### src/pkg/priority_bank_defs.vh
// Constants for the interrupt priority register bank
// Assumes inclusion by bare name from every design file that needs them
`ifndef PRIORITY_BANK_DEFS_VH
`define PRIORITY_BANK_DEFS_VH

// Register indices as printed; byte address is four times the index
`define IDX_EXT_LINES_LOW       32'h05ffff84
`define IDX_EXT_LINES_HIGH      32'h05ffff86
`define IDX_DMA_TIMER_LOW       32'h05ffff88
`define IDX_TIMER_HIGH_SERIAL0  32'h05ffff8a
`define IDX_SERIAL1_MISC        32'h05ffff8c
`define ADDR_SCALE              32'h00000004

// Register slot numbers within the bank
`define SLOT_EXT_LINES_LOW      3'h0
`define SLOT_EXT_LINES_HIGH     3'h1
`define SLOT_DMA_TIMER_LOW      3'h2
`define SLOT_TIMER_HIGH_SERIAL0 3'h3
`define SLOT_SERIAL1_MISC       3'h4

// Field layout
`define LEVEL_W                 4
`define REG_W                   16
`define FIELDS_PER_REG          4
`define NUM_REGS                5
`define LEVEL_RESET             4'h0
`define REG_PAD                 16'h0000
`define RESERVED_FIELD          16
`define NIBBLES_PER_LANE        2

// Nibble positions (field number inside a register)
`define NIB_TOP                 3
`define NIB_SECOND              2
`define NIB_THIRD               1
`define NIB_LOW                 0

// AXI4-Lite responses
`define RESP_OKAY               2'h0
`define RESP_SLVERR             2'h2

`endif

### src/design/interrupt_priority_register_bank.v
// Interrupt priority register bank: five 16-bit level registers over AXI4-Lite
// Assumes one clock, synchronous active-low reset, arbitration logic downstream
//
// Notes on behaviour
// - The first register holds levels of external lines 0,1,2,3 from top nibble to lowest.
// - The second register holds levels of external lines 4,5,6,7 from top nibble to lowest.
// - The top nibble of the third register is one level shared by DMA channels 0 and 1.
// - The second nibble of the third register is one level shared by DMA channels 2 and 3.
// - The third register keeps timer channel 0 in bits 7-4 and timer channel 1 in bits 3-0.
// - The fourth register holds timer channels 2,3,4 in its top nibbles, serial channel 0 lowest.
// - The top nibble of the fifth register is the level of all serial channel 1 requests.
// - The second nibble of the fifth register is shared by the parity checker and the converter.
// - Bits 7-4 of the fifth register are shared by the watchdog unit and memory refresh.
//
// Chosen here: register access over AXI4-Lite.
`timescale 1ns/10ps
`include "priority_bank_defs.vh"
module interrupt_priority_register_bank #(
  parameter AW = 32,
  parameter DW = 32,
  parameter LW = `LEVEL_W
) (
  input  wire            aclk,
  input  wire            aresetn,
  input  wire            s_axi_awvalid,
  output wire            s_axi_awready,
  input  wire [AW-1:0]   s_axi_awaddr,
  input  wire [2:0]      s_axi_awprot,
  input  wire            s_axi_wvalid,
  output wire            s_axi_wready,
  input  wire [DW-1:0]   s_axi_wdata,
  input  wire [DW/8-1:0] s_axi_wstrb,
  output wire            s_axi_bvalid,
  input  wire            s_axi_bready,
  output wire [1:0]      s_axi_bresp,
  input  wire            s_axi_arvalid,
  output wire            s_axi_arready,
  input  wire [AW-1:0]   s_axi_araddr,
  input  wire [2:0]      s_axi_arprot,
  output wire            s_axi_rvalid,
  input  wire            s_axi_rready,
  output wire [DW-1:0]   s_axi_rdata,
  output wire [1:0]      s_axi_rresp,
  output wire [LW-1:0]   ext_line_0_level,
  output wire [LW-1:0]   ext_line_1_level,
  output wire [LW-1:0]   ext_line_2_level,
  output wire [LW-1:0]   ext_line_3_level,
  output wire [LW-1:0]   ext_line_4_level,
  output wire [LW-1:0]   ext_line_5_level,
  output wire [LW-1:0]   ext_line_6_level,
  output wire [LW-1:0]   ext_line_7_level,
  output wire [LW-1:0]   dma_channel_0_level,
  output wire [LW-1:0]   dma_channel_1_level,
  output wire [LW-1:0]   dma_channel_2_level,
  output wire [LW-1:0]   dma_channel_3_level,
  output wire [LW-1:0]   timer_channel_0_level,
  output wire [LW-1:0]   timer_channel_1_level,
  output wire [LW-1:0]   timer_channel_2_level,
  output wire [LW-1:0]   timer_channel_3_level,
  output wire [LW-1:0]   timer_channel_4_level,
  output wire [LW-1:0]   serial_channel_0_level,
  output wire [LW-1:0]   serial_channel_1_level,
  output wire [LW-1:0]   parity_checker_level,
  output wire [LW-1:0]   adc_level,
  output wire [LW-1:0]   watchdog_unit_level,
  output wire [LW-1:0]   refresh_level
);

  localparam NREG   = `NUM_REGS;
  localparam NFIELD = `NUM_REGS * `FIELDS_PER_REG;
  localparam RW     = `REG_W;

  ////////////////////////////////////////////////////////////////////////////////
  // Register byte addresses

  localparam [AW-1:0] ADDR_EXT_LINES_LOW      = `IDX_EXT_LINES_LOW * `ADDR_SCALE;
  localparam [AW-1:0] ADDR_EXT_LINES_HIGH     = `IDX_EXT_LINES_HIGH * `ADDR_SCALE;
  localparam [AW-1:0] ADDR_DMA_TIMER_LOW      = `IDX_DMA_TIMER_LOW * `ADDR_SCALE;
  localparam [AW-1:0] ADDR_TIMER_HIGH_SERIAL0 = `IDX_TIMER_HIGH_SERIAL0 * `ADDR_SCALE;
  localparam [AW-1:0] ADDR_SERIAL1_MISC       = `IDX_SERIAL1_MISC * `ADDR_SCALE;

  ////////////////////////////////////////////////////////////////////////////////
  // Write side

  wire [AW-1:0]     wr_addr;
  wire [DW-1:0]     wr_data;
  wire [DW/8-1:0]   wr_strb;
  wire              wr_pulse;
  reg  [NREG-1:0]   wr_sel;
  wire              wr_hit;
  wire [NFIELD*LW-1:0] levels;

  axil_write_capture #(
    .AW (AW),
    .DW (DW)
  ) write_port (
    .aclk     (aclk),
    .aresetn  (aresetn),
    .awvalid  (s_axi_awvalid),
    .awaddr   (s_axi_awaddr),
    .awready  (s_axi_awready),
    .wvalid   (s_axi_wvalid),
    .wdata    (s_axi_wdata),
    .wstrb    (s_axi_wstrb),
    .wready   (s_axi_wready),
    .bvalid   (s_axi_bvalid),
    .bready   (s_axi_bready),
    .bresp    (s_axi_bresp),
    .addr_hit (wr_hit),
    .wr_addr  (wr_addr),
    .wr_data  (wr_data),
    .wr_strb  (wr_strb),
    .wr_pulse (wr_pulse)
  );

  // Write address decode, one select per register
  always @* begin
    wr_sel = {NREG{1'b0}};
    case (wr_addr)
      ADDR_EXT_LINES_LOW:      wr_sel[`SLOT_EXT_LINES_LOW]      = 1'b1;
      ADDR_EXT_LINES_HIGH:     wr_sel[`SLOT_EXT_LINES_HIGH]     = 1'b1;
      ADDR_DMA_TIMER_LOW:      wr_sel[`SLOT_DMA_TIMER_LOW]      = 1'b1;
      ADDR_TIMER_HIGH_SERIAL0: wr_sel[`SLOT_TIMER_HIGH_SERIAL0] = 1'b1;
      ADDR_SERIAL1_MISC:       wr_sel[`SLOT_SERIAL1_MISC]       = 1'b1;
      default:                 wr_sel = {NREG{1'b0}};
    endcase
  end

  assign wr_hit = |wr_sel;

  ////////////////////////////////////////////////////////////////////////////////
  // Level fields; field i sits in register i/4 at nibble i%4

  genvar i;
  generate
    for (i = 0; i < NFIELD; i = i + 1) begin : field
      if (i == `RESERVED_FIELD) begin : reserved
        assign levels[i*LW +: LW] = `LEVEL_RESET;
      end else begin : stored
        wire lane_we;
        assign lane_we = wr_pulse && wr_sel[i / `FIELDS_PER_REG] &&
                         wr_strb[(i % `FIELDS_PER_REG) / `NIBBLES_PER_LANE];
        level_field #(
          .W (LW)
        ) level (
          .aclk    (aclk),
          .aresetn (aresetn),
          .we      (lane_we),
          .d       (wr_data[(i % `FIELDS_PER_REG)*LW +: LW]),
          .q       (levels[i*LW +: LW])
        );
      end
    end
  endgenerate

  ////////////////////////////////////////////////////////////////////////////////
  // Register words as seen by software

  wire [RW-1:0] word_ext_lines_low;
  wire [RW-1:0] word_ext_lines_high;
  wire [RW-1:0] word_dma_timer_low;
  wire [RW-1:0] word_timer_high_serial0;
  wire [RW-1:0] word_serial1_misc;

  assign word_ext_lines_low      = levels[`SLOT_EXT_LINES_LOW*RW +: RW];
  assign word_ext_lines_high     = levels[`SLOT_EXT_LINES_HIGH*RW +: RW];
  assign word_dma_timer_low      = levels[`SLOT_DMA_TIMER_LOW*RW +: RW];
  assign word_timer_high_serial0 = levels[`SLOT_TIMER_HIGH_SERIAL0*RW +: RW];
  assign word_serial1_misc       = levels[`SLOT_SERIAL1_MISC*RW +: RW];

  ////////////////////////////////////////////////////////////////////////////////
  // Read side

  reg            arready_reg;
  reg            rvalid_reg;
  reg [DW-1:0]   rdata_reg;
  reg [1:0]      rresp_reg;
  reg [RW-1:0]   rd_word;
  reg            rd_hit;

  // Read address decode
  always @* begin
    rd_word = `REG_PAD;
    rd_hit  = 1'b1;
    case (s_axi_araddr)
      ADDR_EXT_LINES_LOW:      rd_word = word_ext_lines_low;
      ADDR_EXT_LINES_HIGH:     rd_word = word_ext_lines_high;
      ADDR_DMA_TIMER_LOW:      rd_word = word_dma_timer_low;
      ADDR_TIMER_HIGH_SERIAL0: rd_word = word_timer_high_serial0;
      ADDR_SERIAL1_MISC:       rd_word = word_serial1_misc;
      default: begin
        rd_word = `REG_PAD;
        rd_hit  = 1'b0;
      end
    endcase
  end

  // One read under way; answer one cycle after the address is taken
  always @(posedge aclk) begin
    if (!aresetn) begin
      arready_reg <= 1'b1;
      rvalid_reg  <= 1'b0;
      rdata_reg   <= {DW{1'b0}};
      rresp_reg   <= `RESP_OKAY;
    end else begin
      if (arready_reg && s_axi_arvalid) begin
        arready_reg <= 1'b0;
        rvalid_reg  <= 1'b1;
        rdata_reg   <= {{(DW-RW){1'b0}}, rd_word};
        rresp_reg   <= rd_hit ? `RESP_OKAY : `RESP_SLVERR;
      end
      if (rvalid_reg && s_axi_rready) begin
        rvalid_reg  <= 1'b0;
        arready_reg <= 1'b1;
      end
    end
  end

  assign s_axi_arready = arready_reg;
  assign s_axi_rvalid  = rvalid_reg;
  assign s_axi_rdata   = rdata_reg;
  assign s_axi_rresp   = rresp_reg;

  ////////////////////////////////////////////////////////////////////////////////
  // Per-source levels to the arbitration logic

  // External lines, first register
  assign ext_line_0_level =
    levels[(`SLOT_EXT_LINES_LOW*`FIELDS_PER_REG + `NIB_TOP)*LW +: LW];
  assign ext_line_1_level =
    levels[(`SLOT_EXT_LINES_LOW*`FIELDS_PER_REG + `NIB_SECOND)*LW +: LW];
  assign ext_line_2_level =
    levels[(`SLOT_EXT_LINES_LOW*`FIELDS_PER_REG + `NIB_THIRD)*LW +: LW];
  assign ext_line_3_level =
    levels[(`SLOT_EXT_LINES_LOW*`FIELDS_PER_REG + `NIB_LOW)*LW +: LW];

  // External lines, second register
  assign ext_line_4_level =
    levels[(`SLOT_EXT_LINES_HIGH*`FIELDS_PER_REG + `NIB_TOP)*LW +: LW];
  assign ext_line_5_level =
    levels[(`SLOT_EXT_LINES_HIGH*`FIELDS_PER_REG + `NIB_SECOND)*LW +: LW];
  assign ext_line_6_level =
    levels[(`SLOT_EXT_LINES_HIGH*`FIELDS_PER_REG + `NIB_THIRD)*LW +: LW];
  assign ext_line_7_level =
    levels[(`SLOT_EXT_LINES_HIGH*`FIELDS_PER_REG + `NIB_LOW)*LW +: LW];

  // DMA channel pairs share one field each
  assign dma_channel_0_level =
    levels[(`SLOT_DMA_TIMER_LOW*`FIELDS_PER_REG + `NIB_TOP)*LW +: LW];
  assign dma_channel_1_level =
    levels[(`SLOT_DMA_TIMER_LOW*`FIELDS_PER_REG + `NIB_TOP)*LW +: LW];
  assign dma_channel_2_level =
    levels[(`SLOT_DMA_TIMER_LOW*`FIELDS_PER_REG + `NIB_SECOND)*LW +: LW];
  assign dma_channel_3_level =
    levels[(`SLOT_DMA_TIMER_LOW*`FIELDS_PER_REG + `NIB_SECOND)*LW +: LW];

  // Timer channels
  assign timer_channel_0_level =
    levels[(`SLOT_DMA_TIMER_LOW*`FIELDS_PER_REG + `NIB_THIRD)*LW +: LW];
  assign timer_channel_1_level =
    levels[(`SLOT_DMA_TIMER_LOW*`FIELDS_PER_REG + `NIB_LOW)*LW +: LW];
  assign timer_channel_2_level =
    levels[(`SLOT_TIMER_HIGH_SERIAL0*`FIELDS_PER_REG + `NIB_TOP)*LW +: LW];
  assign timer_channel_3_level =
    levels[(`SLOT_TIMER_HIGH_SERIAL0*`FIELDS_PER_REG + `NIB_SECOND)*LW +: LW];
  assign timer_channel_4_level =
    levels[(`SLOT_TIMER_HIGH_SERIAL0*`FIELDS_PER_REG + `NIB_THIRD)*LW +: LW];

  // Serial channels
  assign serial_channel_0_level =
    levels[(`SLOT_TIMER_HIGH_SERIAL0*`FIELDS_PER_REG + `NIB_LOW)*LW +: LW];
  assign serial_channel_1_level =
    levels[(`SLOT_SERIAL1_MISC*`FIELDS_PER_REG + `NIB_TOP)*LW +: LW];

  // Shared miscellaneous sources
  assign parity_checker_level =
    levels[(`SLOT_SERIAL1_MISC*`FIELDS_PER_REG + `NIB_SECOND)*LW +: LW];
  assign adc_level =
    levels[(`SLOT_SERIAL1_MISC*`FIELDS_PER_REG + `NIB_SECOND)*LW +: LW];
  assign watchdog_unit_level =
    levels[(`SLOT_SERIAL1_MISC*`FIELDS_PER_REG + `NIB_THIRD)*LW +: LW];
  assign refresh_level =
    levels[(`SLOT_SERIAL1_MISC*`FIELDS_PER_REG + `NIB_THIRD)*LW +: LW];

endmodule // interrupt_priority_register_bank

### src/design/level_field.v
// One 4-bit priority level field with byte-lane write enable
// Assumes write enable is a one-cycle pulse from the bus side
`timescale 1ns/10ps
module level_field #(
  parameter W = 4
) (
  input  wire         aclk,
  input  wire         aresetn,
  input  wire         we,
  input  wire [W-1:0] d,
  output wire [W-1:0] q
);

  reg [W-1:0] level_reg;

  always @(posedge aclk) begin
    if (!aresetn) begin
      level_reg <= {W{1'b0}};
    end else if (we) begin
      level_reg <= d;
    end
  end

  assign q = level_reg;

endmodule // level_field

### src/design/axil_write_capture.v
// AXI4-Lite write channels: address, data, response
// Assumes the parent decodes wr_addr combinationally into addr_hit
`timescale 1ns/10ps
`include "priority_bank_defs.vh"
module axil_write_capture #(
  parameter AW = 32,
  parameter DW = 32
) (
  input  wire            aclk,
  input  wire            aresetn,
  input  wire            awvalid,
  input  wire [AW-1:0]   awaddr,
  output wire            awready,
  input  wire            wvalid,
  input  wire [DW-1:0]   wdata,
  input  wire [DW/8-1:0] wstrb,
  output wire            wready,
  output wire            bvalid,
  input  wire            bready,
  output wire [1:0]      bresp,
  input  wire            addr_hit,
  output wire [AW-1:0]   wr_addr,
  output wire [DW-1:0]   wr_data,
  output wire [DW/8-1:0] wr_strb,
  output wire            wr_pulse
);

  reg            awready_reg;
  reg            wready_reg;
  reg            bvalid_reg;
  reg [1:0]      bresp_reg;
  reg [AW-1:0]   addr_reg;
  reg [DW-1:0]   data_reg;
  reg [DW/8-1:0] strb_reg;
  wire           both_held;

  // Both halves captured, response not yet raised
  assign both_held = !awready_reg && !wready_reg && !bvalid_reg;

  always @(posedge aclk) begin
    if (!aresetn) begin
      awready_reg <= 1'b1;
      wready_reg  <= 1'b1;
      bvalid_reg  <= 1'b0;
      bresp_reg   <= `RESP_OKAY;
      addr_reg    <= {AW{1'b0}};
      data_reg    <= {DW{1'b0}};
      strb_reg    <= {(DW/8){1'b0}};
    end else begin
      if (awready_reg && awvalid) begin
        awready_reg <= 1'b0;
        addr_reg    <= awaddr;
      end
      if (wready_reg && wvalid) begin
        wready_reg <= 1'b0;
        data_reg   <= wdata;
        strb_reg   <= wstrb;
      end
      if (both_held) begin
        bvalid_reg <= 1'b1;
        bresp_reg  <= addr_hit ? `RESP_OKAY : `RESP_SLVERR;
      end
      if (bvalid_reg && bready) begin
        bvalid_reg  <= 1'b0;
        awready_reg <= 1'b1;
        wready_reg  <= 1'b1;
      end
    end
  end

  assign awready  = awready_reg;
  assign wready   = wready_reg;
  assign bvalid   = bvalid_reg;
  assign bresp    = bresp_reg;
  assign wr_addr  = addr_reg;
  assign wr_data  = data_reg;
  assign wr_strb  = strb_reg;
  assign wr_pulse = both_held;

endmodule // axil_write_capture

### config.mk
export PLATFORM = sky130hd
export DESIGN_NAME = interrupt_priority_register_bank
export DESIGN_NICKNAME = d
export VERILOG_FILES = /design/src/design/interrupt_priority_register_bank.v /design/src/design/level_field.v /design/src/design/axil_write_capture.v
export VERILOG_INCLUDE_DIRS = /design/src /design/src/pkg
export SDC_FILE = /design/constraint.sdc
export NUM_CORES = 1
export LEC_CHECK = 0
export BUFFER_PORTS_ARGS = -buffer_cell sky130_fd_sc_hd__buf_4
export CAP_MARGIN = 25
export CORE_MARGIN = 5
export CORE_UTILIZATION = 40
export DETAILED_ROUTE_END_ITERATION = 10
export SKIP_CTS_REPAIR_TIMING = 1
export SYNTH_ARGS = -nofsm -noshare
export SYNTH_HDL_FRONTEND = slang
export SYNTH_HIERARCHICAL = 1
export SYNTH_SLANG_ARGS = --single-unit
### constraint.sdc
create_clock -name aclk -period 2.75 [get_ports aclk]
set_clock_uncertainty 0.2 [all_clocks]
set_input_delay 0.4125 -clock aclk [delete_from_list [all_inputs] [get_ports aclk]]
set_output_delay 0.4125 -clock aclk [all_outputs]
set_load 0.005 [all_outputs]
## Word level (Yosys, flattened, before mapping)

Index checks and enable logic that the tools add are counted.
Widths: inputs -> output; s select.

| storage, ports and cells | value |
|---|---|
| logic and storage cells | 79 |
| flip-flop bits (word level) | 151 |

| cells by class | value |
|---|---|
| bitwise operators | 1 |
| multiplexer cells | 9 |
| reduce and logical (&&, ||, !) cells | 29 |
| equality and inequality tests | 10 |

Operators by type and width:

| cell | count |
|---|---|
| $eq 32x29->1 const B | 10 |
| $pmux 16 s5 | 1 |
| $logic_and 1x1->1 | 22 |
| $reduce_or 5->1 | 2 |
| $mux 1 | 6 |
| $mux 2 | 2 |
| $reduce_or 2->1 | 2 |
| $logic_not 1->1 | 3 |
| $not 1->1 | 1 |

## Depth between registers and ports, before layout

| depth | value |
|---|---|
| depth in word-level cells | 5 |
| gate-level depth with buffers | 9 |

## Hierarchy

The synthesis kept the hierarchy.

By module, submodules not included:

| module | cells each | area an instance (um^2) | times used |
|---|---|---|---|
| axil_write_capture | 326 | 3123.0 | 1 |
| level_field | 13 | 156.4 | 19 |
| interrupt_priority_register_bank | 252 | 2102.0 | 1 |

## Worst setup path before layout

Ideal clock, no wire load.

| timing path | value |
|---|---|
| path type | register to register |
| start point | reg write_port.addr_reg[1], in the netlist write_port/wr_addr[1] |
| end point | reg write_port.bresp_reg[1], in the netlist write_port/bresp[1] |
| path slack | 0.344 ns |
| data required time | 2.434 ns |
| stages on the path, launching flop included | 7 |
| setup time | 0.116 ns |
| arrival | 2.090 ns |
| path through | dfxtp_1 > or4b_1 > nor4_1 > and2_1 > o2111a_1 > or4b_1 > o211a_1 |

| between the ends | value |
|---|---|
| word-level cells in the longest chain between the ends | 4 |
| elaborated cells between the ends (all ways) | 12 |
| classes of those cells | 5 x eq/ne; 6 x mux; 1 x reduce/logical |

RTL lines:

| item | line | RTL |
|---|---|---|
| start, declared | axil_write_capture.v:32 | `reg [AW-1:0] addr_reg;` |
| start signal, assigned | axil_write_capture.v:46 | `addr_reg <= {AW{1'b0}};` |
| start signal, assigned | axil_write_capture.v:52 | `addr_reg <= awaddr;` |
| $eq 32x29->1 | interrupt_priority_register_bank.v:119 | `case (wr_addr)` |
| $mux 1 | interrupt_priority_register_bank.v:119 |  |
| $reduce_or 5->1 * | interrupt_priority_register_bank.v:129 | `assign wr_hit = \|wr_sel;` |
| net wr_hit | interrupt_priority_register_bank.v:90 | `wire wr_hit;` |
| $mux 2 (no line) * | - |  |
| end signal, assigned | axil_write_capture.v:45 | `` bresp_reg <= `RESP_OKAY; `` |
| end signal, assigned | axil_write_capture.v:61 | `` bresp_reg <= addr_hit ? `RESP_OKAY : `RESP_SLVERR; `` |
| end, declared | axil_write_capture.v:31 | `reg [1:0] bresp_reg;` |

Mark *: on every way through the listed nets, which the timed path passes. The rest lies on a longest branch.
A chain may end at the register's enable or synchronous reset.

## Worst setup path after layout

Ends and elaborated chain as after synthesis.

==> impl_results.md <==
- Worst ir drop on vdd: 0.4000 mV
- Mapped cell area: 7441 um2
- Io pins: approximately 250
- Final Max Slew Viols: 0
- Crit-path max FO: 5
- FF-to-FF Start: write_port/wr_addr[1]
- Vias: approximately 6000
- Initial antenna violation count: 0
- Clock latency on the worst-skew pair: 0.41 ns
- GPL Wtd Cong: between 0.7 and 0.8
- Worst r2r dst: write_port/bresp[1]
- Slew @ Worst Pin: between 0.6 and 0.7 ns
- YS warnings: 6
- Router iterations before antenna repair: 4
- Critical path's most frequent cell: or4b_1
- Clk buf depth: 2
- RSZ-0062 raised after global routing: no
- CTS clk-pin slew, worst paths: roughly 0.06 ns
- H-tree depth: 4
- Placed Area: 8820 um2
- Arrival time worst endpoint: between 2 and 3 ns
- Pin count of the biggest net entering global routing: approximately 70
- R2R Setup Slk: between 0.2 and 0.25 ns
- Global-route wire length before repair: roughly 32000 um
- Clock sinks: 149
- Post-Route WL: 20500 um
- Min cycle time layout: about 2.5 ns
- Mapped Cells: 750
- Period utilization: 92.37%
- Power per cell area: between 500 and 600 nW/um2
- Starting Density: 41.00%
- Final Hold Fails: 0
- Layout cells sized above 1: 31.30%
- Setup crit start kind: flop
- Combinational group share of total power: 7.6%
- Fmax: about 0.4 GHz
- Nets: around 1000
- Worst Path Buf+Inv: 1
- Drt via density: about 5.2
- Leak: about 3.9 nW
- Fin cells: about 1100
- Vias in the first global route: roughly 6000
- Hpwl dp: 14850 um
- Die area: approximately 21000 um2
- Critical path required time: 2.85 ns
- CTS Buf Count: 17
- Avg Cell Area, Syn: between 9 and 10 um2
- I/O Buffers: just over 200
- Global route hottest layer: met2
- Core area: 18150 um2
- Final setup violation count: 0
- Setup TNS: 0 ns
- Number of flip-flops in the largest register: 76
- Drt drc: 0
- WHS: 0.03842 ns
- GR Layer Usage met1: 23.88%
- Clock Power Share: a little under half
- Root Driver: clkbuf_16
- Hold/Removal Path Class: in -> reg
- Post-DRT Antenna Nets: 0
- Status: finished clean
- Drt initial violations: 275
- Final Cell Area: 9439 um2
- Met2 global-route usage: 30.01%
- Cell-internal power: 3.947 mW
- Switching power: approximately 1.1 mW
- Worst hold stages: 3
- Rows: 49
- CTS tree: built
- CP max-delay cell: or4b_1
- Max_slew headroom: between 50% and 60%
- Crit-path max cell delay: ~0.5 ns
- Grt met3 use: just under 6%
- CP endpoint kind: flop
- Worst Reg-to-Reg Cells: 7
- Placed cells: 1115
- Wire per inst: ~18 um
- Sw Ratio: about 22%
- Die Y: 146.4 um
- Crit path cell chain: or4b_1 > nor4_1 > buf_4 > and2_1 > o2111a_1 > or4b_1 > o211a_1
- Share of power burned in registers: between 40% and 50%
- GRT Total Usage: about a fifth
- Die Wd: about 150 um
- WHS Endpoint: s_axi_arready
- ANT cells: 0
- Max cap viols: 0
- Critical path's top delay family: simple AND/OR/NAND/NOR gates
- Min-delay src: s_axi_rready
- CP Class: reg -> reg
- GRT Residual Overflow: 0
- Area Overhead vs Synth: 26.85%
## power by group through the flow
stage	Clock, mW	Sequential [mW]	Combinational, mW
6_report	2.44	2.25	0.387
5_1_grt	2.60	2.26	0.425
4_1_cts	2.49	2.25	0.387
3_5_place_dp	0	2.30	0.385
3_3_place_gp	0	2.30	0.376
2_1_floorplan	0	2.29	0.247
## per-stage QoR
step	setup slack (ns)	power, mW	utilization (%)
finish	0.2100	5.078	52.01
global route	0.07521	5.282	52.01
CTS	0.2003	5.132	52.01
detailed placement	0.2211	2.686	48.60
global placement	0.1943	2.673	48.60
floorplan	0.3437	2.533	-
## tightest hold or removal path: cells and delay by family
kind / cells / cell delay, ns
buffers and inverters: 1 / 0.09
and+or+nand+nor: 2 / 0.12
## layout make-up
class	count	area, um2
Fill cell	1629	8708
Clock buffer	18	439.2
Multi-Input combinational cell	509	3812
Timing Repair Buffer	225	1727
Tap cell	229	286.5
Inverter	3	11.26
Sequential cell	149	2983
Clock inverter	13	180.2
## worst max-delay path by stage
stage                                     start                    endpoint  depth (start not counted)  slack, ns
final                     write_port/wr_addr[1]         write_port/bresp[1]                          7       0.21
after global routing          write_port/bvalid  field[4].stored.level/q[1]                          8       0.08
after CTS                 write_port/wr_addr[1]         write_port/bresp[1]                          7       0.20
after detailed placement  write_port/wr_addr[1]         write_port/bresp[1]                          7       0.22
after global placement    write_port/wr_addr[1]         write_port/bresp[1]                          7       0.19
after floorplan           write_port/wr_addr[1]         write_port/bresp[1]                          6       0.34
## placed cells by master, fill, tap and decap left out, types with 5 or more instances in the layout
cell type,count
buf_4,222
dfxtp_1,149
mux2i_1,79
nor2b_1,77
and3_1,63
o21a_1,62
a21boi_0,44
mux2_2,22
conb_1,18
clkbuf_16,17
nand2_1,16
a22oi_1,15
o21ai_1,15
a41oi_1,11
nor2_1,8
nand3_1,8
a21boi_1,7
nand4b_1,6
nand4_1,5
## layer usage
| metal | share of wire [%] | vias to the layer above |
|---|---|---|
| met3 | 6.9 | 26 |
| met5 | 0 | - |
| met4 | 1.8 | 0 |
| met2 | 47 | 190 |
| met1 | 45 | 2847 |
| li1 | - | 2947 |
Power figures use the tool's default switching activity.
